`config.mk`:
```
export PLATFORM = sky130hd
export DESIGN_NAME = serial_debug_controller
export DESIGN_NICKNAME = d
export VERILOG_FILES = /design/src/design/dbg_pkg.sv /design/src/design/bkpt_if.sv /design/src/design/bkpt_compare.sv /design/src/design/serial_debug_controller.sv
export VERILOG_INCLUDE_DIRS = /design/src /design/src/design
export SDC_FILE = /design/constraint.sdc
export NUM_CORES = 1
export LEC_CHECK = 0
export ABC_AREA = 1
export BUFFER_PORTS_ARGS = -buffer_cell sky130_fd_sc_hd__buf_2
export CAP_MARGIN = 20
export CORE_MARGIN = 2
export CORE_UTILIZATION = 35
export CTS_CLUSTER_DIAMETER = 50
export CTS_CLUSTER_SIZE = 40
export DETAILED_ROUTE_END_ITERATION = 16
export MAX_ROUTING_LAYER = met4
export SYNTH_ARGS = -nofsm -noshare
export SYNTH_HDL_FRONTEND = slang
export SYNTH_SLANG_ARGS = --single-unit
```
`constraint.sdc`:
```
create_clock -name CORE_CLK -period 2.1 [get_ports CORE_CLK]
set_clock_uncertainty 0.1 [all_clocks]
set_input_delay 0.42 -clock CORE_CLK [delete_from_list [all_inputs] [get_ports CORE_CLK]]
set_output_delay 0.42 -clock CORE_CLK [all_outputs]
set_load 0.02 [all_outputs]
```
`src/design/dbg_params.svh`:
```
// Bit positions, reset values and widths of the serial debug register logic
`ifndef DBG_PARAMS_SVH
`define DBG_PARAMS_SVH
`define CTRL_W         8
`define BKPT_W         16
`define BIT_PERMIT     7
`define BIT_ACTIVE     6
`define BIT_BKPT_EN    5
`define BIT_FTS        4
`define BIT_CLKSEL     3
`define BIT_WS         2
`define BIT_WSF        1
`define BIT_DVF        0
`define CTRL_RST       8'h00
`define BKPT_RST       16'h0000
`define DATA_ZERO      16'h0000
`endif

```
`src/design/dbg_pkg.sv`:
```
// Types shared by the serial debug register logic
package dbg_pkg;
   typedef enum logic [2:0] {
      CMD_STATUS_READ,
      CMD_CONTROL_WRITE,
      CMD_BKPT_READ,
      CMD_BKPT_WRITE,
      CMD_HALT,
      CMD_GO,
      CMD_MEM_ACCESS,
      CMD_NONE
   } cmd_e;
   typedef enum logic [1:0] {
      MODE_RUN,
      MODE_WAIT_STOP,
      MODE_HALTED
   } mode_e;
endpackage

```
`src/design/bkpt_if.sv`:
```
// Carrier between the debug control logic and its address comparator
`timescale 1ns/1ps
interface bkpt_if #(parameter int AW = 16);
   logic [AW-1:0] cpu_addr;
   logic          cpu_strobe;
   logic          cpu_fetch;
   logic [AW-1:0] match_addr;
   logic          enable;
   logic          force_or_tag_select;
   logic          force_hit;
   logic          tag_hit;
   modport cmp (input cpu_addr, cpu_strobe, cpu_fetch, match_addr, enable, force_or_tag_select, output force_hit, tag_hit);
   modport ctl (output cpu_addr, cpu_strobe, cpu_fetch, match_addr, enable, force_or_tag_select, input force_hit, tag_hit);
endinterface

```
`src/design/bkpt_compare.sv`:
```
// Breakpoint address comparator: splits a match into force and tag hits
`timescale 1ns/1ps
module bkpt_compare
   import dbg_pkg::*;
(
   bkpt_if.cmp bus
);
   logic hit;

   // With the enable clear neither the select bit nor the address has any effect
   assign hit           = bus.enable && bus.cpu_strobe && (bus.cpu_addr == bus.match_addr);
   // Force hit needs no opcode at the address
   assign bus.force_hit = hit && bus.force_or_tag_select;
   // Tag hit only marks an opcode as it is fetched
   assign bus.tag_hit   = hit && !bus.force_or_tag_select && bus.cpu_fetch;
endmodule

```
`src/design/serial_debug_controller.sv`:
```
// Status/control and breakpoint registers of the single-wire serial debug controller
//
// What this block does
// - 8-bit status/control register: status-read command reads it, control-write command writes it.
// - 16-bit breakpoint address register, reached only by breakpoint read/write commands.
// - Neither register has a memory address; CPU accesses never reach them.
// - Halt-permit bit cannot be written while the CPU is halted in debug mode.
// - Active, wait/stop, failure and slow-access bits are read-only to control writes.
// - Bit 7 permits halted mode; once set it stays set until reset.
// - Bit 6 reads 1 while halted in debug mode, 0 while running.
// - Bit 5 clear disables breakpoint; select bit and address then have no effect.
// - Bit 4 set: address match forces halt at next instruction boundary.
// - Bit 4 clear: match tags the opcode; halt when it reaches queue end.
// - Bit 3 selects link clock, 0 alternate source, 1 bus clock; always writable.
// - Bit 2 reads 1 in wait/stop, or after halt command left wait/stop.
// - Halt command moves the CPU from wait/stop into halted debug mode.
// - Most serial commands are refused while the CPU is in wait or stop.
// - Bit 1 sets when a memory command fails against a wait/stop.
// - Bit 0 reports slow-memory failures; no slow memory, so it stays 0.
// - Breakpoint without halt permission runs a software interrupt instead.
`timescale 1ns/1ps
`include "dbg_params.svh"
module serial_debug_controller
   import dbg_pkg::*;
#(
   parameter int AW = `BKPT_W
)
(
   input  wire logic          CORE_CLK,
   input  wire logic          SRST,
   input  wire logic          CMD_VALID,
   input  wire cmd_e          CMD_CODE,
   input  wire logic [15:0]   CMD_WDATA,
   output logic               RSP_VALID,
   output logic               CMD_REFUSED,
   output logic [15:0]        RSP_DATA,
   output logic               MEM_GO,
   input  wire logic [AW-1:0] CPU_ADDR,
   input  wire logic          CPU_ADDR_STROBE,
   input  wire logic          CPU_OPCODE_FETCH,
   input  wire logic          CPU_BOUNDARY,
   input  wire logic          CPU_TAG_END,
   input  wire logic          CPU_WAIT_STOP,
   output logic               TAG_REQ,
   output logic               SWI_REQ,
   output logic               DEBUG_HALT_ACTIVE,
   output logic               LINK_CLOCK_SELECT
);
   typedef struct packed {
      mode_e         mode;
      logic          permit;
      logic          bkpt_enable;
      logic          force_or_tag_select;
      logic          clksel;
      logic          ws_hist;
      logic          wait_stop_failure_flag;
      logic [AW-1:0] bkpt_addr;
      logic          force_pend;
      logic          rsp_valid;
      logic          refused;
      logic [15:0]   rsp_data;
      logic          mem_go;
      logic          tag_req;
      logic          swi_req;
   } state_s;

   state_s            q;
   state_s            d;
   logic [`CTRL_W-1:0] status_byte;
   logic              active;
   logic              in_ws;
   logic              bkpt_req;
   logic              ws_ok;

   bkpt_if #(.AW(AW)) bk ();

   assign bk.cpu_addr   = CPU_ADDR;
   assign bk.cpu_strobe = CPU_ADDR_STROBE;
   assign bk.cpu_fetch  = CPU_OPCODE_FETCH;
   assign bk.match_addr = q.bkpt_addr;
   assign bk.enable     = q.bkpt_enable && (q.mode == MODE_RUN);
   assign bk.force_or_tag_select        = q.force_or_tag_select;

   bkpt_compare u_cmp (
      .bus (bk.cmp)
   );

   assign active = (q.mode == MODE_HALTED);
   assign in_ws  = (q.mode == MODE_WAIT_STOP);

   // Status view; slow-access bit is tied low since there is no slow memory
   always_comb
   begin
      status_byte               = `CTRL_RST;
      status_byte[`BIT_PERMIT]  = q.permit;
      status_byte[`BIT_ACTIVE]  = active;
      status_byte[`BIT_BKPT_EN] = q.bkpt_enable;
      status_byte[`BIT_FTS]     = q.force_or_tag_select;
      status_byte[`BIT_CLKSEL]  = q.clksel;
      status_byte[`BIT_WS]      = in_ws || q.ws_hist;
      status_byte[`BIT_WSF]     = q.wait_stop_failure_flag;
      status_byte[`BIT_DVF]     = 1'b0;
   end

   // Commands that still work in wait/stop: status, control and halt
   assign ws_ok = (CMD_CODE == CMD_STATUS_READ) || (CMD_CODE == CMD_CONTROL_WRITE) || (CMD_CODE == CMD_HALT);

   // A breakpoint event that wants the CPU halted this cycle
   assign bkpt_req = (q.mode == MODE_RUN) && ((q.force_pend && CPU_BOUNDARY) || CPU_TAG_END);

   always_comb
   begin
      d           = q;
      d.rsp_valid = 1'b0;
      d.refused   = 1'b0;
      d.mem_go    = 1'b0;
      d.tag_req   = bk.tag_hit;
      d.swi_req   = 1'b0;

      // Wait/stop follows the CPU unless halted debug mode owns it
      unique case (q.mode)
         MODE_RUN:
         begin
            if (CPU_WAIT_STOP)
               d.mode = MODE_WAIT_STOP;
         end
         MODE_WAIT_STOP:
         begin
            if (!CPU_WAIT_STOP)
               d.mode = MODE_RUN;
         end
         MODE_HALTED:
         begin
         end
         // The fourth code of the mode field is never entered; fall back to run
         default:
         begin
            d.mode = MODE_RUN;
         end
      endcase

      // Force match is held until the current instruction finishes
      if (bk.force_hit)
         d.force_pend = 1'b1;
      if (bkpt_req)
      begin
         d.force_pend = 1'b0;
         if (q.permit)
            d.mode = MODE_HALTED;
         else
            d.swi_req = 1'b1;
      end

      if (CMD_VALID)
      begin
         if (in_ws && !ws_ok)
         begin
            d.refused = 1'b1;
            // Memory command colliding with wait/stop is logged
            if (CMD_CODE == CMD_MEM_ACCESS)
               d.wait_stop_failure_flag = 1'b1;
         end
         else
         begin
            d.rsp_valid = 1'b1;
            unique case (CMD_CODE)
               CMD_STATUS_READ:
               begin
                  d.rsp_data = {8'h00, status_byte};
               end
               CMD_CONTROL_WRITE:
               begin
                  // Permit only sets, and never while halted
                  if (!active && CMD_WDATA[`BIT_PERMIT])
                     d.permit = 1'b1;
                  d.bkpt_enable = CMD_WDATA[`BIT_BKPT_EN];
                  d.force_or_tag_select         = CMD_WDATA[`BIT_FTS];
                  d.clksel      = CMD_WDATA[`BIT_CLKSEL];
                  // Status bits of the write data are dropped without complaint
               end
               CMD_BKPT_READ:
               begin
                  d.rsp_data = 16'(q.bkpt_addr);
               end
               CMD_BKPT_WRITE:
               begin
                  d.bkpt_addr = CMD_WDATA[AW-1:0];
               end
               CMD_HALT:
               begin
                  if (q.permit)
                  begin
                     d.mode       = MODE_HALTED;
                     d.force_pend = 1'b0;
                     if (in_ws)
                        d.ws_hist = 1'b1;
                  end
                  else
                  begin
                     d.rsp_valid = 1'b0;
                     d.refused   = 1'b1;
                  end
               end
               CMD_GO:
               begin
                  if (active)
                  begin
                     d.mode    = MODE_RUN;
                     d.ws_hist = 1'b0;
                  end
                  else
                  begin
                     d.rsp_valid = 1'b0;
                     d.refused   = 1'b1;
                  end
               end
               CMD_MEM_ACCESS:
               begin
                  // A good access retires an earlier failure; no failure can be logged in the same cycle
                  d.mem_go = 1'b1;
                  d.wait_stop_failure_flag    = 1'b0;
               end
               CMD_NONE:
               begin
                  d.rsp_valid = 1'b0;
                  d.refused   = 1'b1;
               end
            endcase
         end
      end
   end

   always_ff @(posedge CORE_CLK)
   begin
      if (SRST)
      begin
         q.mode        <= MODE_RUN;
         q.permit      <= 1'b0;
         q.bkpt_enable <= 1'b0;
         q.force_or_tag_select         <= 1'b0;
         q.clksel      <= 1'b0;
         q.ws_hist     <= 1'b0;
         q.wait_stop_failure_flag         <= 1'b0;
         q.bkpt_addr   <= `BKPT_RST;
         q.force_pend  <= 1'b0;
         q.rsp_valid   <= 1'b0;
         q.refused     <= 1'b0;
         q.rsp_data    <= `DATA_ZERO;
         q.mem_go      <= 1'b0;
         q.tag_req     <= 1'b0;
         q.swi_req     <= 1'b0;
      end
      else
         q <= d;
   end

   // No memory-mapped path exists: writable bits change only via commands
   assign RSP_VALID         = q.rsp_valid;
   assign CMD_REFUSED       = q.refused;
   assign RSP_DATA          = q.rsp_data;
   assign MEM_GO            = q.mem_go;
   assign TAG_REQ           = q.tag_req;
   assign SWI_REQ           = q.swi_req;
   assign DEBUG_HALT_ACTIVE = active;
   assign LINK_CLOCK_SELECT = q.clksel;
endmodule

```
=== Yosys cells after proc, flatten, opt, wreduce, memory -nomap -nowiden ===
Cells that the tools add are included.

* Equal/unequal tests: 13
* Multiply operators: 0
* Shift-type cells: 0
* Bitwise logic cells: 3
* Mux-type cells: 33
* Div/mod/pow operators: 0
* Add/subtract/negate cells: 0
* Reductions and logical operators: 30
* $lt $le $gt $ge: 0

{| class="wikitable"
|+ Operators by type and width
! cell !! number
|-
| $mux 44 || 1
|-
| $pmux 16 s2 || 1
|-
| $mux 18 || 1
|-
| $mux 17 || 1
|-
| $eq 16x16->1 || 1
|-
| $mux 16 || 1
|-
| $mux 2 || 8
|-
| $mux 1 || 14
|-
| $eq 3x3->1 const B || 4
|-
| $pmux 2 s3 || 2
|-
| $logic_and 1x1->1 || 10
|-
| $reduce_and 3->1 || 3
|-
| $mux 7 || 1
|-
| $eq 3x2->1 const B || 2
|-
| $ne 2x2->1 const B || 3
|-
| $reduce_and 6->1 || 1
|-
| $logic_or 1x1->1 || 4
|-
| $mux 4 || 1
|-
| $pmux 2 s2 || 1
|-
| $reduce_and 4->1 || 1
|-
| $reduce_bool 2->1 || 2
|-
| $reduce_or 2->1 || 2
|-
| $eq 3x1->1 const B || 1
|-
| $logic_not 1->1 || 3
|-
| other kinds (8) || 10
|}

* Bits in latches: 0
* RAM bits: 0
* Bits of input ports: 43
* Word-level logic and storage cells: 94
* Bits in read-only memories: 0
* Output and inout port bits: 23
* Memories: 0
* Flip-flop bits (word level): 46

=== Longest topological paths before layout ===
Gate-level depths: netlist of run 1.

* Word-level depth: 11
* Mapped depth: 11
* Mapped depth without buffers: 11

=== Modules after synthesis ===
From an unflattened synthesis of run 1, not the netlist that was laid out.

* Cells, all modules: 343
* Area total of the unflattened synthesis: 2349.8 um^2

{| class="wikitable"
|+ By module, submodules not included
! module !! times used !! seq. area each (um^2) !! area an instance (um^2) !! cells an instance
|-
| serial_debug_controller || 1 || 920.9 || 2013.2 || 259
|-
| bkpt_compare || 1 || 0.0 || 336.6 || 84
|}

=== Worst setup path after synthesis of run 1 ===
No wires, ideal clock.

* Kind: input -> register
* Start: input port CMD_CODE[2]
* End: register q, in the netlist bk.match_addr[10]
* Buffers on the path: 1
* Library setup time: 0.119 ns
* Stages: 9
* Arrival time: 1.244 ns
* Required time: 1.881 ns
* Setup slack: 0.636 ns
* Cells stage by stage: nand2_1 -> nand2_1 -> nand2_1 -> nand2_2 -> inv_4 -> nand4_2 -> buf_4 -> o21ai_1 -> a21oi_1

* Word-level cells in the longest chain between the ends: 7
* Elaborated cells on any way between the ends: 10
* Those cells by class: eq/ne (3); bitwise (1); reduce/logical (6)

{| class="wikitable"
|+ RTL lines
! element !! RTL line !! text
|-
| start: declaration || serial_debug_controller.sv:32 || <nowiki>input wire cmd_e CMD_CODE,</nowiki>
|-
| $eq 3x1->1 or $logic_not 3->1 (tied branches) || serial_debug_controller.sv:106 || <nowiki>assign ws_ok = (CMD_CODE == CMD_STATUS_READ) || (CMD_CODE == CMD_CONTROL_WRITE) || (CMD_CODE == CMD_HALT);</nowiki>
|-
| $logic_or 1x1->1 (2 in series) || serial_debug_controller.sv:106 ||
|-
| $logic_not 1->1 || serial_debug_controller.sv:156 || <nowiki>if (in_ws && !ws_ok)</nowiki>
|-
| $logic_and 1x1->1 || serial_debug_controller.sv:156 ||
|-
| $not 1->1 (no line) || -- ||
|-
| $reduce_and 3->1 (no line) (*) || -- ||
|-
| end: declaration || serial_debug_controller.sv:67 || <nowiki>state_s q;</nowiki>
|}

Mark *: on every way between the ends. The rest lies on a longest branch, timed or not.
A chain may end at the register's enable or synchronous reset.

=== Worst setup path after layout of run 1 ===
* Start: register q[45] (netlist name)
* End: register q, in the netlist RSP_DATA[9]

* Word-level cells in the longest chain between the ends: 4

{| class="wikitable"
|+ RTL lines
! element !! RTL line !! text
|-
| $eq 2x1->1 || serial_debug_controller.sv:89 || <nowiki>assign in_ws = (q.mode == MODE_WAIT_STOP);</nowiki>
|-
| $logic_and 1x1->1 || serial_debug_controller.sv:156 ||
|-
| $not 1->1 (no line) || -- ||
|-
| $reduce_and 3->1 (no line) || -- ||
|}

No other way between the ends.

==> flow_summary_export.csv, run 1 <==
group,metric,value,unit
flow_run,maxCapViolCount,0,
power,power-per-cell-area,619.1,nW/um2
drt,drc,0,
logic_synthesis,synth.avg_cell_area,6.943,um2
placement,place.gp.congestion,0.8646,
power,cellLeakagePower,1.204,nW
grt,grt_usage,16.63,%
drt,ant_nets,0,
placement,dp_cells,456,
power,power,1.664,mW
layout,finalNetCount,429,
power,p_comb_share,14.4,%
sta,finalCriticalPeriod,1.756,ns
drt,viasPerCell,4.683,
grt,grt_start_max_net_pins,33,
logic_synthesis,synth_area,2326,um2
floorplan,die_h,85.52,um
logic_synthesis,ys_seq_elements,46,
grt,use_met2,25.64,%
logic_synthesis,synth_nets,378,
sta,maxSlewViolCount,0,
layout,layout-drive-gt1-share,22.28,%
critical_path,required,2.17,ns
sta,period_share,83.62,%
grt,grt_first_pass_wirelength,9.363,mm
layout,n_fill_cell,691,
sta,fmax,0.5695,GHz
grt,grt_pass1_vias,2024,
power,p_sw,443.6,uW
layout,antennaDiodeCount,0,
layout,stdcell_count,463,
drt,wl_per_cell,12.31,um
grt,antenna_found_initial,0,
critical_path,start_kind,"flip-flop",
hold_path,hold_class,"input pin to flip-flop",
floorplan,top_level_ports,66,
critical_path,worst_setup_path_end_kind,"flip-flop",
sta,setup_viol,0,
critical_path,worstPathMaxFanout,32,
clocking,cts_max_level,2,
sta,hold_ws,0.2668,ns
drt,drtIter0Drc,80,
power,peakVddDrop,288.2,uV
floorplan,fp.coreArea,6386,um2
clocking,root_buffer,"clkbuf_8",
layout,layout_commonest_cell,"nand2_1",
grt,use_met3,3.176,%
drt,first_pass_iters,4,
clocking,cts_buffer_depth,2,
logic_synthesis,synth_cell_types,28,
clocking,cts_tree,"built",
sta,worstMarginPinSlew,0.4452,ns
floorplan,start_util,36.42,%
sta,rsz0062_at_grt,"no",
clocking,clk_latency,0.29,ns
critical_path,cp.arrival,1.83,ns
floorplan,dieArea,7314,um2
floorplan,die_x,85.52,um
layout,layout_common_cells,"nand2_1, buf_2, dfxtp_1",
clocking,ctsHoldBuffers,0,
grt,overflow,0,
clocking,clock-sinks,46,
clocking,numCtsBuffers,5,
power,seqPwrFrac,54.7,%
placement,dpl.hpwl,4.454,mm
layout,syn_to_final_growth,15.55,%
floorplan,core.rowCount,29,
drt,finalWirelength,5.701,mm
clocking,clkSlewWorstSetupHoldPaths,0.08,ns
logic_synthesis,yosys.area.top_type,"dfxtp_1",
sta,tns,0,ns
logic_synthesis,synthDominantCellAreaShare,39.59,%
logic_synthesis,synth_seq_area_share,39.59,%
power,sw_frac_of_total,26.66,%
logic_synthesis,syn_inst,335,
logic_synthesis,synthTopCellsByArea,"dfxtp_1, nand2_1, a21oi_1, inv_1, buf_4",
sta,relSlewSlack,70.09,%
clocking,cts_setup_buffers,0,
critical_path,worst-setup-path-type,"flip-flop to flip-flop",
logic_synthesis,yosys_warnings,0,
drt,vias,2168,
power,clkPwrFrac,30.9,%
sta,hold_viol_final,0,
grt,grt-busiest-layer,"met2",
grt,gr-usage-met1,22.67,%
clocking,cts-resized-gates,0,
power,power.internal,1.220,mW
outcome,status,"complete, no violations",
placement,port_buffers,65,
logic make-up (layout without fill, tap and decap cells):
group / after synthesis / in the layout / synth area share (%)
and+or+nand+nor: 125 / 125 / 24.31
buffers and inverters: 75 / 126 / 15.81
AOI/OAI and AO/OA: 84 / 84 / 18.40
xor gates and xnor gates: 5 / 5 / 1.883
DFF: 46 / 46 / 39.59
flip-flops by register name, indices dropped and copies added (netlist names):
signal                  flops
RSP_DATA                   16
bk.match_addr              16
q                           7
CMD_REFUSED                 1
LINK_CLOCK_SELECT           1
MEM_GO                      1
RSP_VALID                   1
SWI_REQ                     1
TAG_REQ                     1
bk.force_or_tag_select      1
stage by stage:
step | worst slack (ns) | util [%] | area, um2
2_1_floorplan | 0.6365 | - | 2326
3_3_place_gp | 0.3137 | 40.89 | 2611
3_5_place_dp | 0.2711 | 40.89 | 2611
4_1_cts | 0.3456 | 42.08 | 2688
5_1_grt | 0.1635 | 42.08 | 2688
6_report | 0.3440 | 42.08 | 2688
power groups by stage:
stage | registers (mW) | logic [mW] | clock network [mW]
after floorplan | 0.933 | 0.153 | 0
after global routing | 0.913 | 0.273 | 0.560
after detailed placement | 0.931 | 0.243 | 0
final | 0.910 | 0.240 | 0.514
after global placement | 0.930 | 0.241 | 0
after CTS | 0.910 | 0.244 | 0.535
Yosys cell counts, drive strengths merged:
cell,instances
dfxtp,46
nand4,4
clkbuf,6
or2,3
o21ai,39
clkinv,1
nor3b,2
inv,46
xnor2,5
nand3,11
o211ai,1
o22ai,1
nor3,6
nor4,1
nand3b,9
a21oi,42
nor2,20
o2111ai,1
buf,22
nand2,69
path summary, 6_finish.rpt:
check / start / endpoint / slack (ns) / cells past startpoint
max: q[45] / RSP_DATA[9] / 0.34 / 10
min: CPU_WAIT_STOP / q[44] / 0.27 / 3
max reg2reg: q[45] / RSP_DATA[9] / 0.34 / 10
min reg2reg: RSP_DATA[6] / RSP_DATA[6] / 0.34 / 2
critical path: stages, from the launching register on:
cell,delay (ns)
dfxtp_1,0.30
inv_1,0.14
nand2_1,0.11
inv_1,0.10
nand2_1,0.08
nand2_2,0.15
inv_4,0.07
nand3_2,0.06
buf_4,0.29
nand3b_1,0.16
a21oi_1,0.06
metal layers:
| metal | vias to the layer above | part of all wire (%) | routed length, um |
|---|---|---|---|
| met5 | - | 0 | 0 |
| met4 | 0 | 1.0 | 59 |
| met3 | 7 | 5.2 | 298 |
| met2 | 43 | 45 | 2545 |
| met1 | 955 | 49 | 2798 |
| li1 | 1163 | - | - |
cell type report:
type                    instances  area, um2  share of cell area [%]
repair buffers                 72      377.9                   14.06
inverters                      47      178.9                   6.657
clock buffers                   7      76.32                   2.840
flip-flops and latches         46      920.9                   34.26
well taps                      77      96.34                   3.585
multi-input cells             214       1037                   38.59
Note: power is estimated with default switching activity, not from simulation.
==> run 2, diff against run 1 <==
- clock period: 2.1 -> 1.7 ns (I/O delays scaled with it)
==> run 2 against run 1 <==
Compared with the run above:
- first-iteration DRC count rose by 35%
- clock power is 23% higher
- critical path depth fell by 6
- core utilization increased by 1.3 points
- register-to-register slack lost 0.13 ns
- via count increased by 4.4%
- combinational power is 31% higher
- critical endpoint is now DEBUG_HALT_ACTIVE
- largest power group unchanged
- highest routed layer unchanged
==> flow_summary_export.csv, run 2 (synthesis results as in run 1) <==
group,metric,value,unit
flow_run,maxCapViolCount,0,
clocking,root_buffer,"clkbuf_8",
floorplan,core.rowCount,29,
drt,viasPerCell,4.807,
power,sw_frac_of_total,26.51,%
floorplan,top_level_ports,66,
hold_path,hold_class,"input pin to flip-flop",
floorplan,fp.coreArea,6386,um2
sta,relSlewSlack,80.77,%
drt,wl_per_cell,12.27,um
power,clkPwrFrac,30.5,%
floorplan,die_x,85.52,um
layout,layout_commonest_cell,"nand2_1",
grt,grt_first_pass_wirelength,9.425,mm
grt,grt_pass1_vias,2037,
clocking,cts_setup_buffers,0,
floorplan,dieArea,7314,um2
sta,worstMarginPinSlew,0.2854,ns
sta,rsz0062_at_grt,"no",
critical_path,worst-setup-path-type,"flip-flop to output pin",
placement,place.gp.congestion,0.8113,
clocking,cts_buffer_depth,2,
grt,antenna_found_initial,0,
sta,period_share,93.42,%
critical_path,worstPathMaxFanout,4,
clocking,cts_tree,"built",
power,p_sw,548.5,uW
sta,hold_ws,0.1839,ns
critical_path,path_cells,"inv_1 -> buf_4 -> nor2_2 -> buf_2",
drt,first_pass_iters,4,
power,power,2.069,mW
layout,layout_common_cells,"nand2_1, buf_2, dfxtp_1",
power,seqPwrFrac,54.3,%
placement,dpl.hpwl,4.525,mm
grt,grt_usage,16.89,%
layout,syn_to_final_growth,19.15,%
outcome,status,"complete, no violations",
critical_path,start_kind,"flip-flop",
clocking,numCtsBuffers,5,
sta,fmax,0.6297,GHz
power,p_comb_share,15.2,%
layout,finalNetCount,437,
placement,placed_cell_area,2684,um2
critical_path,slowest_stage,"dfxtp_1",
grt,grt_start_max_net_pins,33,
placement,port_buffers,65,
power,power-per-cell-area,746.5,nW/um2
clocking,clkSlewWorstSetupHoldPaths,0.08,ns
sta,setup_viol,0,
floorplan,start_util,36.42,%
clocking,cts_max_level,2,
grt,overflow,0,
floorplan,die_h,85.52,um
power,cellLeakagePower,1.246,nW
critical_path,worst_setup_path_end_kind,"output pin",
sta,finalCriticalPeriod,1.588,ns
power,peakVddDrop,294.7,uV
drt,drtIter0Drc,108,
layout,fin_area,2771,um2
layout,antennaDiodeCount,0,
clocking,clock-sinks,46,
power,power.internal,1.520,mW
critical_path,required,1.26,ns
clocking,clk_latency,0.29,ns
placement,dp_cells,464,
layout,stdcell_count,471,
layout,layout-drive-gt1-share,24.11,%
drt,vias,2264,
sta,maxSlewViolCount,0,
drt,drc,0,
drt,ant_nets,0,
critical_path,cp.arrival,1.15,ns
drt,finalWirelength,5.777,mm
sta,hold_viol_final,0,
critical_path,critPathMaxStageDelay,0.31,ns
-- run 2: worst max-delay path: cells and delay by family (launching register included) --
kind / cells / cell delay [ns]
DFF: 1 / 0.31
buffers and inverters: 3 / 0.38
and+or+nand+nor: 1 / 0.16
-- run 2: through the flow --
step                      utilization [%]  setup slack [ns]  TNS (ns)
final                               43.40            0.1119         0
after floorplan                         -            0.3069         0
after global routing                43.40           0.02301         0
after global placement              42.03           0.02153         0
after CTS                           43.26           0.08652         0
after detailed placement            42.03         -0.005342  -0.02118
-- run 2: layout make-up --
class                           instances  area [um2]
Tap cell                               77       96.34
Timing Repair Buffer                   80       450.4
Sequential cell                        46       920.9
Inverter                               47       178.9
Clock buffer                            7       76.32
Fill cell                             691        3615
Multi-Input combinational cell        214        1049
-- run 2: worst paths after layout --
check,cells past startpoint,end,startpoint,slack [ns]
worst max-delay path,4,DEBUG_HALT_ACTIVE,q[45],0.11
worst min-delay path,3,q[44],CPU_WAIT_STOP,0.18
worst max register to register,9,RSP_DATA[8],q[44],0.21
worst min register to register,2,RSP_DATA[6],RSP_DATA[6],0.35
-- run 2: routing by layer --
metal / GRT usage, % / wire length, um / up-vias
met3: 3.465 / 285 / 9
met1: 22.70 / 2851 / 1017
met4: 5.772 / 90 / 0
li1: - / - / 1186
met2: 25.36 / 2549 / 52
met5: - / 0 / -
-- run 2: power by group through the flow --
stage	sequential, mW	combinational [mW]	clock [mW]
floorplan	1.15	0.189	0
global placement	1.15	0.313	0
detailed placement	1.15	0.314	0
CTS	1.12	0.315	0.656
global route	1.13	0.354	0.696
finish	1.12	0.314	0.630
-- run 2: timing repair --
item / CTS / global route
gates resized for setup: 1 / 1
pin swaps: 0 / 0
setup endpoints to repair: 1 / 10
hold buffers: 0 / 0
